==> config.mk <==
export PLATFORM = sky130hd
export DESIGN_NAME = mps_top
export DESIGN_NICKNAME = d
export VERILOG_FILES = /design/src/design/mps_pkg.sv /design/src/design/mps_sync.sv /design/src/design/mps_profile_decode.sv /design/src/design/mps_top.sv
export VERILOG_INCLUDE_DIRS = /design/src /design/src/design
export SDC_FILE = /design/constraint.sdc
export NUM_CORES = 1
export LEC_CHECK = 0
export BUFFER_PORTS_ARGS = -buffer_cell sky130_fd_sc_hd__buf_4
export CORE_ASPECT_RATIO = 1.25
export CORE_MARGIN = 2
export CORE_UTILIZATION = 45
export CTS_CLUSTER_SIZE = 28
export DETAILED_ROUTE_END_ITERATION = 10
export HOLD_SLACK_MARGIN = 0.1
export SLEW_MARGIN = 20
export SYNTH_ARGS = -nofsm -noshare
export SYNTH_HDL_FRONTEND = slang
export SYNTH_HIERARCHICAL = 1
export SYNTH_SLANG_ARGS = --single-unit
==> constraint.sdc <==
create_clock -name i_clk -period 7.3 [get_ports i_clk]
set_input_delay 0.73 -clock i_clk [delete_from_list [all_inputs] [get_ports i_clk]]
set_output_delay 0.73 -clock i_clk [all_outputs]
set_load 0.02 [all_outputs]
==> src/design/mps_regs.svh <==
// Register map, reset values and setting codes of the motor profile selector
//------------------------------------------------------------------------------
//------------------------------------------------------------------------------
`ifndef MPS_REGS_SVH
`define MPS_REGS_SVH

`define MPS_A_MOTOR1   8'h00
`define MPS_A_MOTOR2   8'h04
`define MPS_A_EXTDISP  8'h08
`define MPS_A_THERM    8'h0c
`define MPS_A_PID      8'h10
`define MPS_A_OPMODE   8'h14
`define MPS_A_ITFS0    8'h18
`define MPS_A_BOOST    8'h2c
`define MPS_A_STATUS   8'h30
`define MPS_A_IRQSTAT  8'h34
`define MPS_A_IRQMASK  8'h38

`define MPS_NONE       14'h270f
`define MPS_ZERO14     14'h0000
`define MPS_MP_STD     6'h00
`define MPS_MP_CT      6'h01
`define MPS_MP_TSTD    6'h03
`define MPS_MP_TCT     6'h0d
`define MPS_MP_TSMALL  6'h17
`define MPS_MP_HE      6'h28
`define MPS_MP_THE     6'h2b
`define MPS_MP_CTALT   6'h32
`define MPS_MP_TCTALT  6'h35
`define MPS_SM_CT      14'h0001
`define MPS_FN_SECOND  14'h0003
`define MPS_FN_CURRENT 14'h0004
`define MPS_OPM_RST    4'h0
`define MPS_OPM_3      4'h3
`define MPS_OPM_4      4'h4
`define MPS_BOOST_STD  8'h03
`define MPS_BRAKE_STD  8'h04
`define MPS_BOOST_CT   8'h02
`define MPS_BRAKE_CT   8'h02
`define MPS_PCT_ALARM  7'h55
`define MPS_PCT_FULL   7'h64

`define MPS_IRQ_REJECT 0
`define MPS_IRQ_ALARM  1
`define MPS_IRQ_SFS    2
`define MPS_ST_SECOND  0
`define MPS_ST_T2      1
`define MPS_ST_T4      2
`define MPS_ST_ALARM   3
`define MPS_ST_SFS     4
`define MPS_ST_CURSEL  5
`define MPS_ST_TUNE    6

`endif

==> src/design/mps_pkg.sv <==
// Types shared by the motor profile selector modules
package mps_pkg;

  typedef enum logic [1:0] {
    MPS_CURVE_STD    = 2'b00,
    MPS_CURVE_CT     = 2'b01,
    MPS_CURVE_HE     = 2'b10,
    MPS_CURVE_CT_ALT = 2'b11
  } mps_curve_t;

  typedef logic [5:0] mps_code_t;

endpackage

==> src/design/mps_sync.sv <==
// Three-stage pin synchroniser with agreement filter
`timescale 1ns/1ps
`default_nettype none
module mps_sync
(
  input  wire logic       i_clk,
  input  wire logic       i_rst,
  input  wire logic [4:0] i_pin,
  output logic      [4:0] o_level
);
  logic [4:0] s1_q, s2_q, s3_q, lvl_q, lvl_d;

  // Stage one feeds only stage two; a change counts once stages two and three agree
  always_comb
  begin
    lvl_d = lvl_q;
    for (int k = 0; k < 5; k++)
    begin
      if (s2_q[k] == s3_q[k])
        lvl_d[k] = s3_q[k];
    end
  end

  always_ff @(posedge i_clk or posedge i_rst)
  begin
    if (i_rst)
    begin
      s1_q  <= 5'h00;
      s2_q  <= 5'h00;
      s3_q  <= 5'h00;
      lvl_q <= 5'h00;
    end
    else
    begin
      s1_q  <= i_pin;
      s2_q  <= s1_q;
      s3_q  <= s2_q;
      lvl_q <= lvl_d;
    end
  end

  assign o_level = lvl_q;
endmodule
`default_nettype wire

==> src/design/mps_profile_decode.sv <==
// Active motor profile selection and thermal curve decode
`timescale 1ns/1ps
`default_nettype none
`include "mps_regs.svh"
module mps_profile_decode
(
  input  wire logic [5:0]        i_first,
  input  wire logic [13:0]       i_second,
  input  wire logic              i_second_fn,
  output mps_pkg::mps_code_t     o_code,
  output mps_pkg::mps_curve_t    o_curve,
  output logic                   o_autotune,
  output logic                   o_const_torque,
  output logic                   o_second_active
);
  import mps_pkg::*;

  function automatic mps_curve_t curve_of(input mps_code_t c);
    case (c)
      `MPS_MP_CT, `MPS_MP_TCT:     curve_of = MPS_CURVE_CT;
      `MPS_MP_HE, `MPS_MP_THE:     curve_of = MPS_CURVE_HE;
      `MPS_MP_CTALT, `MPS_MP_TCTALT: curve_of = MPS_CURVE_CT_ALT;
      default:                     curve_of = MPS_CURVE_STD;
    endcase
  endfunction

  always_comb
  begin
    o_second_active = (i_second != `MPS_NONE) && i_second_fn;
    o_code          = o_second_active ? i_second[5:0] : i_first;
    o_curve         = curve_of(o_code);
    o_autotune      = (o_code == `MPS_MP_TSTD) || (o_code == `MPS_MP_TCT) ||
                      (o_code == `MPS_MP_TSMALL) || (o_code == `MPS_MP_THE) ||
                      (o_code == `MPS_MP_TCTALT);
    o_const_torque  = (o_curve == MPS_CURVE_CT) || (o_curve == MPS_CURVE_CT_ALT);
  end
endmodule
`default_nettype wire

==> src/design/mps_top.sv <==
// Motor profile selector: APB settings, terminal routing, prealarm, interrupt
`timescale 1ns/1ps
`default_nettype none
`include "mps_regs.svh"
module mps_top
(
  input  wire logic              i_clk,
  input  wire logic              i_rst,
  input  wire logic              i_psel,
  input  wire logic              i_penable,
  input  wire logic              i_pwrite,
  input  wire logic [7:0]        i_paddr,
  input  wire logic [31:0]       i_pwdata,
  output logic      [31:0]       o_prdata,
  output logic                   o_pready,
  output logic                   o_pslverr,
  input  wire logic [4:0]        i_terminal,
  input  wire logic              i_external_mode,
  input  wire logic              i_auto_boost_rating,
  input  wire logic [15:0]       i_thermal_cum,
  input  wire logic [15:0]       i_motor1_current,
  input  wire logic [15:0]       i_motor2_current,
  output logic                   o_t2_freq_enable,
  output logic                   o_t4_freq_enable,
  output logic                   o_second_function,
  output logic                   o_second_motor_active,
  output mps_pkg::mps_curve_t    o_thermal_curve,
  output mps_pkg::mps_code_t     o_motor_const_sel,
  output logic                   o_autotune_profile,
  output logic                   o_thermal_prealarm,
  output logic      [7:0]        o_torque_boost_level,
  output logic      [7:0]        o_dc_brake_voltage,
  output logic                   o_irq
);
  import mps_pkg::*;

  //----------------------------------------------------------------------------
  // Helpers
  //----------------------------------------------------------------------------
  function automatic logic first_ok(input logic [31:0] v);
    first_ok = (v[31:6] == 26'h0) &&
               ((v[5:0] == `MPS_MP_STD) || (v[5:0] == `MPS_MP_CT) ||
                (v[5:0] == `MPS_MP_TSTD) || (v[5:0] == `MPS_MP_TCT) ||
                (v[5:0] == `MPS_MP_TSMALL) || (v[5:0] == `MPS_MP_HE) ||
                (v[5:0] == `MPS_MP_THE) || (v[5:0] == `MPS_MP_CTALT) ||
                (v[5:0] == `MPS_MP_TCTALT));
  endfunction

  function automatic logic second_ok(input logic [31:0] v);
    second_ok = (v[31:14] == 18'h0) && ((v[13:0] == `MPS_ZERO14) ||
                (v[13:0] == `MPS_SM_CT) || (v[13:0] == `MPS_NONE));
  endfunction

  function automatic logic mapped(input logic [7:0] a);
    mapped = (a[1:0] == 2'b00) && (a <= `MPS_A_IRQMASK);
  endfunction

  //----------------------------------------------------------------------------
  // State
  //----------------------------------------------------------------------------
  logic [5:0]  motor1_q, motor1_d;
  logic [13:0] motor2_q, motor2_d;
  logic [13:0] extdisp_q, extdisp_d;
  logic [13:0] therm_q, therm_d;
  logic [13:0] pid_q, pid_d;
  logic [3:0]  opmode_q, opmode_d;
  logic [13:0] itfs_q [5];
  logic [13:0] itfs_d [5];
  logic [7:0]  boost_q, boost_d;
  logic [7:0]  brake_q, brake_d;
  logic [2:0]  irq_stat_q, irq_stat_d;
  logic [2:0]  irq_mask_q, irq_mask_d;
  logic [31:0] prdata_q, prdata_d;
  logic        t2_q, t2_d, t4_q, t4_d, sfs_q, sfs_d, cursel_d;
  logic        second_q, tune_q, alarm_q, alarm_d;
  mps_curve_t  curve_q;
  mps_code_t   code_q;

  logic [4:0]  term_lvl;
  logic        wr, rd_access, wr_m1, wr_m2, reject, m1_ok;
  logic        sec_act, tune_act, ct_act;
  mps_curve_t  curve_act;
  mps_code_t   code_act;
  logic [22:0] cum_scaled, lim_scaled;
  logic [15:0] cur_act;
  logic [31:0] rd_mux;

  mps_sync u_sync
  (
    .i_clk   (i_clk),
    .i_rst   (i_rst),
    .i_pin   (i_terminal),
    .o_level (term_lvl)
  );

  mps_profile_decode u_decode
  (
    .i_first         (motor1_q),
    .i_second        (motor2_q),
    .i_second_fn     (sfs_q),
    .o_code          (code_act),
    .o_curve         (curve_act),
    .o_autotune      (tune_act),
    .o_const_torque  (ct_act),
    .o_second_active (sec_act)
  );

  //----------------------------------------------------------------------------
  // APB access decode
  //----------------------------------------------------------------------------
  assign o_pready  = 1'b1;
  assign o_pslverr = i_psel && i_penable && !mapped(i_paddr);
  assign o_prdata  = prdata_q;
  assign wr        = i_psel && i_penable && i_pwrite && mapped(i_paddr);
  assign rd_access = i_psel && i_penable && !i_pwrite;
  assign wr_m1     = wr && (i_paddr == `MPS_A_MOTOR1);
  assign wr_m2     = wr && (i_paddr == `MPS_A_MOTOR2);
  // A locked or out-of-range profile write keeps the old value
  assign m1_ok     = (extdisp_q == `MPS_ZERO14) && first_ok(i_pwdata);
  assign reject    = (wr_m1 && !m1_ok) || (wr_m2 && ((extdisp_q != `MPS_ZERO14) ||
                     !second_ok(i_pwdata)));

  always_comb
  begin
    rd_mux = 32'h0;
    case (i_paddr)
      `MPS_A_MOTOR1:  rd_mux[5:0] = motor1_q;
      `MPS_A_MOTOR2:  rd_mux[13:0] = motor2_q;
      `MPS_A_EXTDISP: rd_mux[13:0] = extdisp_q;
      `MPS_A_THERM:   rd_mux[13:0] = therm_q;
      `MPS_A_PID:     rd_mux[13:0] = pid_q;
      `MPS_A_OPMODE:  rd_mux[3:0] = opmode_q;
      `MPS_A_BOOST:   rd_mux[15:0] = {brake_q, boost_q};
      `MPS_A_STATUS:
      begin
        rd_mux[`MPS_ST_SECOND] = second_q;
        rd_mux[`MPS_ST_T2]     = t2_q;
        rd_mux[`MPS_ST_T4]     = t4_q;
        rd_mux[`MPS_ST_ALARM]  = alarm_q;
        rd_mux[`MPS_ST_SFS]    = sfs_q;
        rd_mux[`MPS_ST_CURSEL] = cursel_d;
        rd_mux[`MPS_ST_TUNE]   = tune_q;
      end
      `MPS_A_IRQSTAT: rd_mux[2:0] = irq_stat_q;
      `MPS_A_IRQMASK: rd_mux[2:0] = irq_mask_q;
      default:
      begin
        for (int k = 0; k < 5; k++)
        begin
          if (i_paddr == `MPS_A_ITFS0 + 8'(4 * k))
            rd_mux[13:0] = itfs_q[k];
        end
      end
    endcase
  end

  //----------------------------------------------------------------------------
  // Terminal routing and second function
  //----------------------------------------------------------------------------
  always_comb
  begin
    sfs_d = 1'b0;
    cursel_d = 1'b0;
    for (int k = 0; k < 5; k++)
    begin
      if (term_lvl[k] && (itfs_q[k] == `MPS_FN_SECOND))
        sfs_d = 1'b1;
      if (term_lvl[k] && (itfs_q[k] == `MPS_FN_CURRENT))
        cursel_d = 1'b1;
    end
    // PTC input or PID feedback both claim terminal 2
    t2_d = (therm_q == `MPS_NONE) && (pid_q == `MPS_ZERO14);
    if ((pid_q == `MPS_ZERO14) && (i_external_mode || (opmode_q == `MPS_OPM_4)))
      t4_d = 1'b1;
    else
      t4_d = cursel_d;
  end

  //----------------------------------------------------------------------------
  // Prealarm: compare in percent so no divider is needed
  //----------------------------------------------------------------------------
  always_comb
  begin
    cur_act    = second_q ? i_motor2_current : i_motor1_current;
    cum_scaled = i_thermal_cum * `MPS_PCT_FULL;
    lim_scaled = cur_act * `MPS_PCT_ALARM;
    // A zero current setting means thermal protection is off
    alarm_d    = (cur_act != 16'h0) && (cum_scaled >= lim_scaled);
  end

  //----------------------------------------------------------------------------
  // Settings next state
  //----------------------------------------------------------------------------
  always_comb
  begin
    motor1_d   = motor1_q;
    motor2_d   = motor2_q;
    extdisp_d  = extdisp_q;
    therm_d    = therm_q;
    pid_d      = pid_q;
    opmode_d   = opmode_q;
    boost_d    = boost_q;
    brake_d    = brake_q;
    irq_mask_d = irq_mask_q;
    prdata_d   = prdata_q;
    for (int k = 0; k < 5; k++)
      itfs_d[k] = itfs_q[k];
    if (i_psel && !i_penable)
      prdata_d = rd_mux;
    if (wr_m1 && m1_ok)
    begin
      motor1_d = i_pwdata[5:0];
      if (i_auto_boost_rating)
      begin
        if (first_ok(i_pwdata) && ((i_pwdata[5:0] == `MPS_MP_CT) ||
            (i_pwdata[5:0] == `MPS_MP_TCT) || (i_pwdata[5:0] == `MPS_MP_CTALT) ||
            (i_pwdata[5:0] == `MPS_MP_TCTALT)))
        begin
          boost_d = `MPS_BOOST_CT;
          brake_d = `MPS_BRAKE_CT;
        end
        else
        begin
          boost_d = `MPS_BOOST_STD;
          brake_d = `MPS_BRAKE_STD;
        end
      end
    end
    if (wr_m2 && !reject)
      motor2_d = i_pwdata[13:0];
    if (wr)
    begin
      case (i_paddr)
        `MPS_A_EXTDISP: extdisp_d = i_pwdata[13:0];
        `MPS_A_THERM:   therm_d = i_pwdata[13:0];
        `MPS_A_PID:     pid_d = i_pwdata[13:0];
        `MPS_A_OPMODE:  opmode_d = i_pwdata[3:0];
        `MPS_A_BOOST:
        begin
          boost_d = i_pwdata[7:0];
          brake_d = i_pwdata[15:8];
        end
        `MPS_A_IRQMASK: irq_mask_d = i_pwdata[2:0];
        default:
        begin
          for (int k = 0; k < 5; k++)
          begin
            if (i_paddr == `MPS_A_ITFS0 + 8'(4 * k))
              itfs_d[k] = i_pwdata[13:0];
          end
        end
      endcase
    end
    // Read clears, but an event in the same cycle still lands
    irq_stat_d = (rd_access && (i_paddr == `MPS_A_IRQSTAT)) ? 3'h0 : irq_stat_q;
    irq_stat_d[`MPS_IRQ_REJECT] = irq_stat_d[`MPS_IRQ_REJECT] | reject;
    irq_stat_d[`MPS_IRQ_ALARM]  = irq_stat_d[`MPS_IRQ_ALARM] | (alarm_d & ~alarm_q);
    irq_stat_d[`MPS_IRQ_SFS]    = irq_stat_d[`MPS_IRQ_SFS] | (sfs_d ^ sfs_q);
  end

  always_ff @(posedge i_clk or posedge i_rst)
  begin
    if (i_rst)
    begin
      motor1_q   <= `MPS_MP_STD;
      motor2_q   <= `MPS_NONE;
      extdisp_q  <= `MPS_ZERO14;
      therm_q    <= `MPS_NONE;
      pid_q      <= `MPS_ZERO14;
      opmode_q   <= `MPS_OPM_RST;
      boost_q    <= `MPS_BOOST_STD;
      brake_q    <= `MPS_BRAKE_STD;
      irq_stat_q <= 3'h0;
      irq_mask_q <= 3'h0;
      prdata_q   <= 32'h0;
      for (int k = 0; k < 5; k++)
        itfs_q[k] <= `MPS_ZERO14;
    end
    else
    begin
      motor1_q   <= motor1_d;
      motor2_q   <= motor2_d;
      extdisp_q  <= extdisp_d;
      therm_q    <= therm_d;
      pid_q      <= pid_d;
      opmode_q   <= opmode_d;
      boost_q    <= boost_d;
      brake_q    <= brake_d;
      irq_stat_q <= irq_stat_d;
      irq_mask_q <= irq_mask_d;
      prdata_q   <= prdata_d;
      for (int k = 0; k < 5; k++)
        itfs_q[k] <= itfs_d[k];
    end
  end

  //----------------------------------------------------------------------------
  // Output registers
  //----------------------------------------------------------------------------
  always_ff @(posedge i_clk or posedge i_rst)
  begin
    if (i_rst)
    begin
      t2_q     <= 1'b0;
      t4_q     <= 1'b0;
      sfs_q    <= 1'b0;
      second_q <= 1'b0;
      tune_q   <= 1'b0;
      alarm_q  <= 1'b0;
      curve_q  <= MPS_CURVE_STD;
      code_q   <= `MPS_MP_STD;
    end
    else
    begin
      t2_q     <= t2_d;
      t4_q     <= t4_d;
      sfs_q    <= sfs_d;
      second_q <= sec_act;
      tune_q   <= tune_act;
      alarm_q  <= alarm_d;
      curve_q  <= curve_act;
      code_q   <= code_act;
    end
  end

  assign o_t2_freq_enable      = t2_q;
  assign o_t4_freq_enable      = t4_q;
  assign o_second_function     = sfs_q;
  assign o_second_motor_active = second_q;
  assign o_thermal_curve       = curve_q;
  assign o_motor_const_sel     = code_q;
  assign o_autotune_profile    = tune_q;
  assign o_thermal_prealarm    = alarm_q;
  assign o_torque_boost_level  = boost_q;
  assign o_dc_brake_voltage    = brake_q;
  assign o_irq                 = |(irq_stat_q & irq_mask_q);
endmodule
`default_nettype wire

==> run metrics, run 1 <==
setup tns final 0 ns; post-CTS resize count 0; Ports 165; Rows 73; commonest cells after routing, fill and taps aside dfrtp_1 (189), buf_4 (155), mux2_2 (142); Final Hold Fails 0; Avg WL per Cell 21.6 um; Remaining Overflow, GRT 0; layout cells sized above 1 0.257; #FFs+latches synth 208; Tot GR Track Use 0.255; Layout Cells excl Fill 1943; final worst slack 1.04 ns; hold buffers post-CTS 0; fin nets 1779; hold crit path type input port to flop; cell mode on critical path ha_1; Pre-antenna DRT Iters 5; die width 164 um; Worst-path clk slew 0.06 ns; M1 wire length 16.3 mm; vias per cell 5.82; n_diodes 0; Avg Cell Area, Syn 10.3 um2; largest net degree at the start of global routing 109; post-DP HPWL 31.8 mm; Setup-failing EPs final 0; Yosys top cell by area dfrtp_1; Synth top area share 0.329; vias in the first global route 11600; critical path capture point type flop; CTS Buf Count 23; status finished clean; Clk Latency, worst-skew pair 0.52 ns; core area 0.0317 mm2; Worst setup SP type flop; WL final 41.9 mm; RD Place Congestion 0.935; Die ar. 0.0334 mm2; Max clock buf depth 3; synthesized cell area 0.0144 mm2; I/O Buffers 147; initial antenna violation count 0; Slew HR 0.213; Netlist cell types 87; Leak 0.00806 uW; CTS tree done; drt drc 0; CTS H-tree lvls 1; Top FF cell, synth dfrtp_1; root buf cell clkbuf_16; synth warn 6; post-synthesis async set-or-reset flop share 1.00; fmax 160 MHz; Syn-to-layout area delta 15.2%; via count 11300; Crit Path Class flop to flop; Placement Setup Slack 1.01 ns; arrival time worst endpoint 6.65 ns; routed wl met3 2.17 mm; worst-margin pin slew 1.17 ns; power density cells 225 mW/mm2; Area contributors post-synth dfrtp_1 (33%), ha_1 (11%), mux2_2 (11%); met2 WL 21.8 mm; Final period util 0.858; commonest non-fill, non-tap cell in the layout dfrtp_1; worst path required time 7.69 ns; VDD IR max 0.152 mV; skew final 0.0267 ns; Antenna Nets Post-Route 0; first-pass GRT wire length 66.2 mm; cell at the slowest stage of the critical path dfrtp_1; sequential fraction of the synthesis area 0.363; unrepaired setup endpoints after global routing no; Post-synth EDFFs 0; fin crit period 6.26 ns; setup bufs post-CTS 0; Top Metal Used met4; final slew viol count 0; crit-path max FO 14; Die Ht 204 um; initial DRC count 657; Starting Density 0.454; dpl cells 1902; Buf/Inv on CP 3; worst path cell trace buf_4, mux2_2, ha_1, fa_1, ha_1, inv_1, fa_1, inv_1, ha_1, and3_1, a221o_1, nor3_1, a21oi_1, o31ai_1, nor3_1, a311oi_1, ha_1, nand4_1, nor3_1, a21oi_1, o211ai_1, a32o_1, a22o_1; crit-path leading delay family adder cells; clk sinks 208; Post-Syn Instances 1397; CP peak stage delay 0.59 ns; Max-Cap Viols 0
[per-layer routing]
metal	global-route usage	vias up
li1	-	5232
met3	0.0258	94
met1	0.309	5601
met2	0.468	381
met4	0.0890	0
met5	0	-
[worst register-to-register path, stage by stage, from the launching register on]
cell,delay [ns]
dfrtp_1,0.59
buf_4,0.30
mux2_2,0.43
ha_1,0.31
fa_1,0.47
ha_1,0.29
inv_1,0.05
fa_1,0.50
inv_1,0.04
ha_1,0.37
and3_1,0.20
a221o_1,0.34
nor3_1,0.15
a21oi_1,0.13
o31ai_1,0.40
nor3_1,0.09
a311oi_1,0.28
ha_1,0.30
nand4_1,0.12
nor3_1,0.07
a21oi_1,0.15
o211ai_1,0.11
a32o_1,0.23
a22o_1,0.23
[power breakdown]
part | switching, uW | internal (uW)
Combinational | 729 | 534
Clock | 480 | 797
Sequential | 20.7 | 1170
[kinds of logic (layout without fill, tap and decap cells)]
| kind of cell | after synthesis | in the layout | synth area share |
|---|---|---|---|
| compound gates | 247 | 247 | 0.116 |
| mux | 187 | 187 | 0.146 |
| flops | 208 | 208 | 0.363 |
| simple gates | 350 | 350 | 0.129 |
| buf+inv | 203 | 322 | 0.0616 |
| other cells | 2 | 17 | 0.000522 |
| fa+ha+maj | 169 | 169 | 0.165 |
| xor+xnor | 31 | 31 | 0.0189 |
[synth_stat cells, types with 5 or more instances]
| library cell | instances |
|---|---|
| nor4b_1 | 9 |
| nor3_2 | 6 |
| nand2_1 | 87 |
| nor3_1 | 24 |
| nand4_1 | 11 |
| xnor2_1 | 16 |
| a21o_1 | 13 |
| o31ai_1 | 6 |
| o22ai_1 | 11 |
| a221oi_1 | 10 |
| mux2_2 | 142 |
| xor2_1 | 15 |
| a211oi_1 | 7 |
| and3_1 | 10 |
| a21oi_1 | 55 |
| nand3_1 | 36 |
| fa_1 | 35 |
| mux2i_1 | 31 |
| and2_1 | 8 |
| dfstp_2 | 19 |
| buf_4 | 23 |
| mux2_1 | 10 |
| a31oi_1 | 15 |
| nor2_1 | 71 |
| ha_1 | 129 |
| inv_1 | 124 |
| nor4_1 | 29 |
| buf_2 | 12 |
| nor2b_1 | 6 |
| o21ai_0 | 55 |
| maj3_2 | 5 |
| a22oi_1 | 23 |
| or3_1 | 5 |
| nand2b_1 | 13 |
| dfrtp_1 | 189 |
| clkbuf_1 | 40 |
[per-stage QoR]
step | total power [uW] | hold slack [ns] | util | area (um2)
floorplan | 2150 | 0.331 | - | 14400
global placement | 2470 | 0.332 | 0.497 | 15700
detailed placement | 2490 | 0.336 | 0.497 | 15700
CTS | 3770 | 0.308 | 0.523 | 16600
global route | 4000 | 0.301 | 0.523 | 16600
finish | 3740 | 0.314 | 0.523 | 16600
[area by class of cell]
type | instances | area [um2]
Clock buffer | 30 | 642
Sequential cell | 208 | 5230
Fill cell | 2919 | 15100
Tap cell | 412 | 515
Timing Repair Buffer | 156 | 1170
Multi-Input combinational cell | 1001 | 8340
Clock inverter | 11 | 193
Inverter | 125 | 477
[worst paths after layout]
| kind | startpoint | to | slack, ns | depth (start not counted) |
|---|---|---|---|---|
| setup / recovery | o_second_motor_active$_DFF_PP0_ | irq_stat_q[1]$_DFF_PP0_ | 1.04 | 23 |
| hold / removal | i_terminal[0] | u_sync/s1_q[0]$_DFF_PP0_ | 0.31 | 1 |
| setup reg to reg | o_second_motor_active$_DFF_PP0_ | irq_stat_q[1]$_DFF_PP0_ | 1.04 | 23 |
| hold reg to reg | u_sync/s1_q[4]$_DFF_PP0_ | u_sync/s2_q[4]$_DFF_PP0_ | 0.34 | 0 |
| max in group asynchronous | i_rst | o_motor_const_sel[1]$_DFF_PP0_ | 5.79 | 3 |
| min in group asynchronous | i_rst | itfs_q[65]$_DFFE_PP0P_ | 0.32 | 2 |
[state kept, by name, indices dropped and copies added (netlist names), 4 cells and up]
register and cells:
motor1_q 6, opmode_q 4, therm_q 14, o_dc_brake_voltage 8, o_prdata 16, o_motor_const_sel 6, itfs_q 70, extdisp_q 14
u_sync/s2_q 5, pid_q 14, motor2_q 14, u_sync/s1_q 5, u_sync/o_level 5, o_torque_boost_level 8, u_sync/s3_q 5
Power figures use the tool's default switching activity.
==> run 2: changes to the inputs <==
--- a/config.mk
+++ b/config.mk
@@ -9,10 +9,11 @@
 export BUFFER_PORTS_ARGS = -buffer_cell sky130_fd_sc_hd__buf_4
 export CORE_ASPECT_RATIO = 1.25
 export CORE_MARGIN = 2
-export CORE_UTILIZATION = 45
+export CORE_UTILIZATION = 60
 export CTS_CLUSTER_SIZE = 28
 export DETAILED_ROUTE_END_ITERATION = 10
 export HOLD_SLACK_MARGIN = 0.1
+export PLACE_DENSITY = 0.82
 export SLEW_MARGIN = 20
 export SYNTH_ARGS = -nofsm -noshare
 export SYNTH_HDL_FRONTEND = slang
==> constraint.sdc (replaced) <==
create_clock -name i_clk -period 6.25 [get_ports i_clk]
set_input_delay 0.625 -clock i_clk [delete_from_list [all_inputs] [get_ports i_clk]]
set_output_delay 0.625 -clock i_clk [all_outputs]
set_load 0.02 [all_outputs]
==> run 2 against run 1 <==
  * Hold slack got worse by 0.092 ns
  * Register-to-register slack got worse by 0.72 ns
  * Critical path depth fell by 2
  * Via count rose by 2.6%
  * Cell area fell by 0.77%
  * Clock skew fell by 0.017 ns
  * Total power rose by 15%
  * Flip-flop and latch count did not move
==> run metrics, run 2 (synthesized netlist as in run 1, its figures left out) <==
Final period util 0.949 (was 0.858); root buf cell clkbuf_16 (unchanged); Crit Path Class flop to flop (unchanged); commonest cells after routing, fill and taps aside dfrtp_1 (188), buf_4 (166), mux2_2 (142) (was dfrtp_1 (189), buf_4 (155), mux2_2 (142)); CTS H-tree lvls 1 (unchanged); Starting Density 0.609 (was 0.454); drt drc 0 (unchanged); first-pass GRT wire length 64.0 mm (was 66.2 mm); initial DRC count 1025 (was 657); Clk pwr share 0.322 (was 0.342); power density cells 262 mW/mm2 (was 225 mW/mm2); hold crit path type input port to flop (unchanged); critical path capture point type flop (unchanged); Avg WL per Cell 22.5 um (was 21.6 um); final slew viol count 0 (unchanged); cell mode on critical path ha_1 (unchanged); cell at the slowest stage of the critical path fa_1 (was dfrtp_1); clk sinks 208 (unchanged); layout cells sized above 1 0.265 (was 0.257); CTS Buf Count 21 (was 23); worst path required time 6.64 ns (was 7.69 ns); arrival time worst endpoint 6.32 ns (was 6.65 ns); Leak 0.00806 uW (about the same); fmax 169 MHz (was 160 MHz); fin nets 1788 (was 1779); Pre-antenna DRT Iters 6 (was 5); VDD IR max 0.220 mV (was 0.152 mV); sw power 1460 uW (was 1230 uW); Logic pwr share 0.355 (was 0.338); vias per cell 6.33 (was 5.82); post-DP HPWL 30.9 mm (was 31.8 mm); core area 0.0236 mm2 (was 0.0317 mm2); die width 143 um (was 164 um); WL final 41.2 mm (was 41.9 mm); CP peak stage delay 0.48 ns (was 0.59 ns); status finished clean (unchanged); max FFs per register 70 (unchanged); Slew HR 0.278 (was 0.213); setup tns final 0 ns (unchanged); Die Ht 177 um (was 204 um); Final Hold Fails 0 (unchanged); commonest non-fill, non-tap cell in the layout dfrtp_1 (unchanged); I/O Buffers 147 (unchanged); via count 11600 (was 11300); hold path depth 1 (unchanged); worst-margin pin slew 1.08 ns (was 1.17 ns); Tot GR Track Use 0.328 (was 0.255); Remaining Overflow, GRT 0 (unchanged); unrepaired setup endpoints after global routing no (unchanged); Setup-failing EPs final 0 (unchanged); Clk Latency, worst-skew pair 0.51 ns (was 0.52 ns); worst r2r path cells 21 (was 23); Switching Fraction 0.338 (was 0.329); Antenna Nets Post-Route 0 (unchanged); Rows 63 (was 73); Max-Cap Viols 0 (unchanged); Die ar. 0.0252 mm2 (was 0.0334 mm2); Largest Register itfs_q (unchanged); Layout Cells excl Fill 1831 (was 1943); Ports 165 (unchanged); vias in the first global route 12000 (was 11600); Max clock buf depth 3 (unchanged); P_int 2850 uW (was 2510 uW); Reg power frac 0.324 (was 0.320); Worst-path clk slew 0.07 ns (was 0.06 ns); largest net degree at the start of global routing 100 (was 109); RD Place Congestion 0.990 (was 0.935); Worst setup SP type flop (unchanged); CTS tree done (unchanged); n_diodes 0 (unchanged); crit-path max FO 6 (was 14); skew final 0.00989 ns (was 0.0267 ns); fin crit period 5.93 ns (was 6.26 ns); worst path cell trace clkbuf_2, mux2_2, ha_1, fa_1, ha_1, fa_1, ha_1, o21ai_0, nor2_1, o41ai_1, o211ai_1, and2_1, a221oi_2, xor2_1, ha_1, nand4_1, nor3_1, a21oi_1, o211ai_1, a32o_1, a22o_1 (was buf_4, mux2_2, ha_1, fa_1, ha_1, inv_1, fa_1, inv_1, ha_1, and3_1, a221o_1, nor3_1, a21oi_1, o31ai_1, nor3_1, a311oi_1, ha_1, nand4_1, nor3_1, a21oi_1, o211ai_1, a32o_1, a22o_1); initial antenna violation count 0 (unchanged); Syn-to-layout area delta 14.3% (was 15.2%); dpl cells 1788 (was 1902)
run 2: cell count changes in the layout (fill, tap and decap cells not counted), sizes merged:
cell | previous run | this run
buf | 156 | 166
clkinv | 4 | 3
bufinv | 5 | 4
inv | 125 | 126
clkbuf | 30 | 29
run 2: worst paths after layout:
path / slack (ns) / endpoint / from
min in group asynchronous: 0.27 / u_sync/s1_q[1]$_DFF_PP0_ / i_rst
hold reg to reg: 0.35 / u_sync/s2_q[0]$_DFF_PP0_ / u_sync/s1_q[0]$_DFF_PP0_
setup reg to reg: 0.32 / irq_stat_q[1]$_DFF_PP0_ / o_second_motor_active$_DFF_PP0_
hold / removal: 0.22 / u_sync/s1_q[1]$_DFF_PP0_ / i_terminal[1]
max in group asynchronous: 4.56 / therm_q[7]$_DFFE_PP0P_ / i_rst
setup / recovery: 0.32 / irq_stat_q[1]$_DFF_PP0_ / o_second_motor_active$_DFF_PP0_
run 2: metrics by stage:
step	worst slack [ns]	utilization	hold WS [ns]	instance area [um2]	power, uW
2_1_floorplan	0.153	-	0.331	14400	2510
3_3_place_gp	0.347	0.661	0.334	15600	2850
3_5_place_dp	0.153	0.661	0.336	15600	2910
4_1_cts	0.144	0.693	0.215	16400	4290
5_1_grt	0.00554	0.696	0.214	16400	4560
6_report	0.319	0.696	0.221	16400	4310
run 2: what timing repair did:
item / in CTS / in global routing
resized for setup: 0 / 7
setup endpoints to repair: 0 / 2
setup buffers: 0 / 5
hold buffers: 0 / 0
run 2: power by group through the flow:
stage	sequential, uW	combinational [uW]	clock [uW]
floorplan	1430	1090	0
global placement	1420	1430	0
detailed placement	1420	1490	0
CTS	1390	1500	1390
global route	1390	1720	1450
finish	1390	1530	1390
run 2: layout make-up:
class	count	area (um2)
sequential	208	5230
clock inverter	10	165
inverter	125	474
tap	292	365
fill	1802	7200
multi-input combinational	1001	8370
clock buffer	28	592
timing repair buffer	167	1250
run 2: worst max-delay path: cells and delay by family (launching register included):
family / cells / cell delay, ns
multiplexers: 1 / 0.42
flip-flops: 1 / 0.44
buffers and inverters: 1 / 0.20
AND/OR/NAND/NOR: 4 / 0.50
XOR/XNOR: 1 / 0.21
AO/OA/AOI/OAI: 8 / 1.79
adder cells (fa/ha/maj): 6 / 2.27
run 2: metal layers:
layer	part of all wire	global-route usage	up-vias
li1	-	-	5245
met1	0.37	0.384	5675
met2	0.50	0.579	536
met3	0.072	0.0514	143
met4	0.056	0.169	0
met5	0	0	-
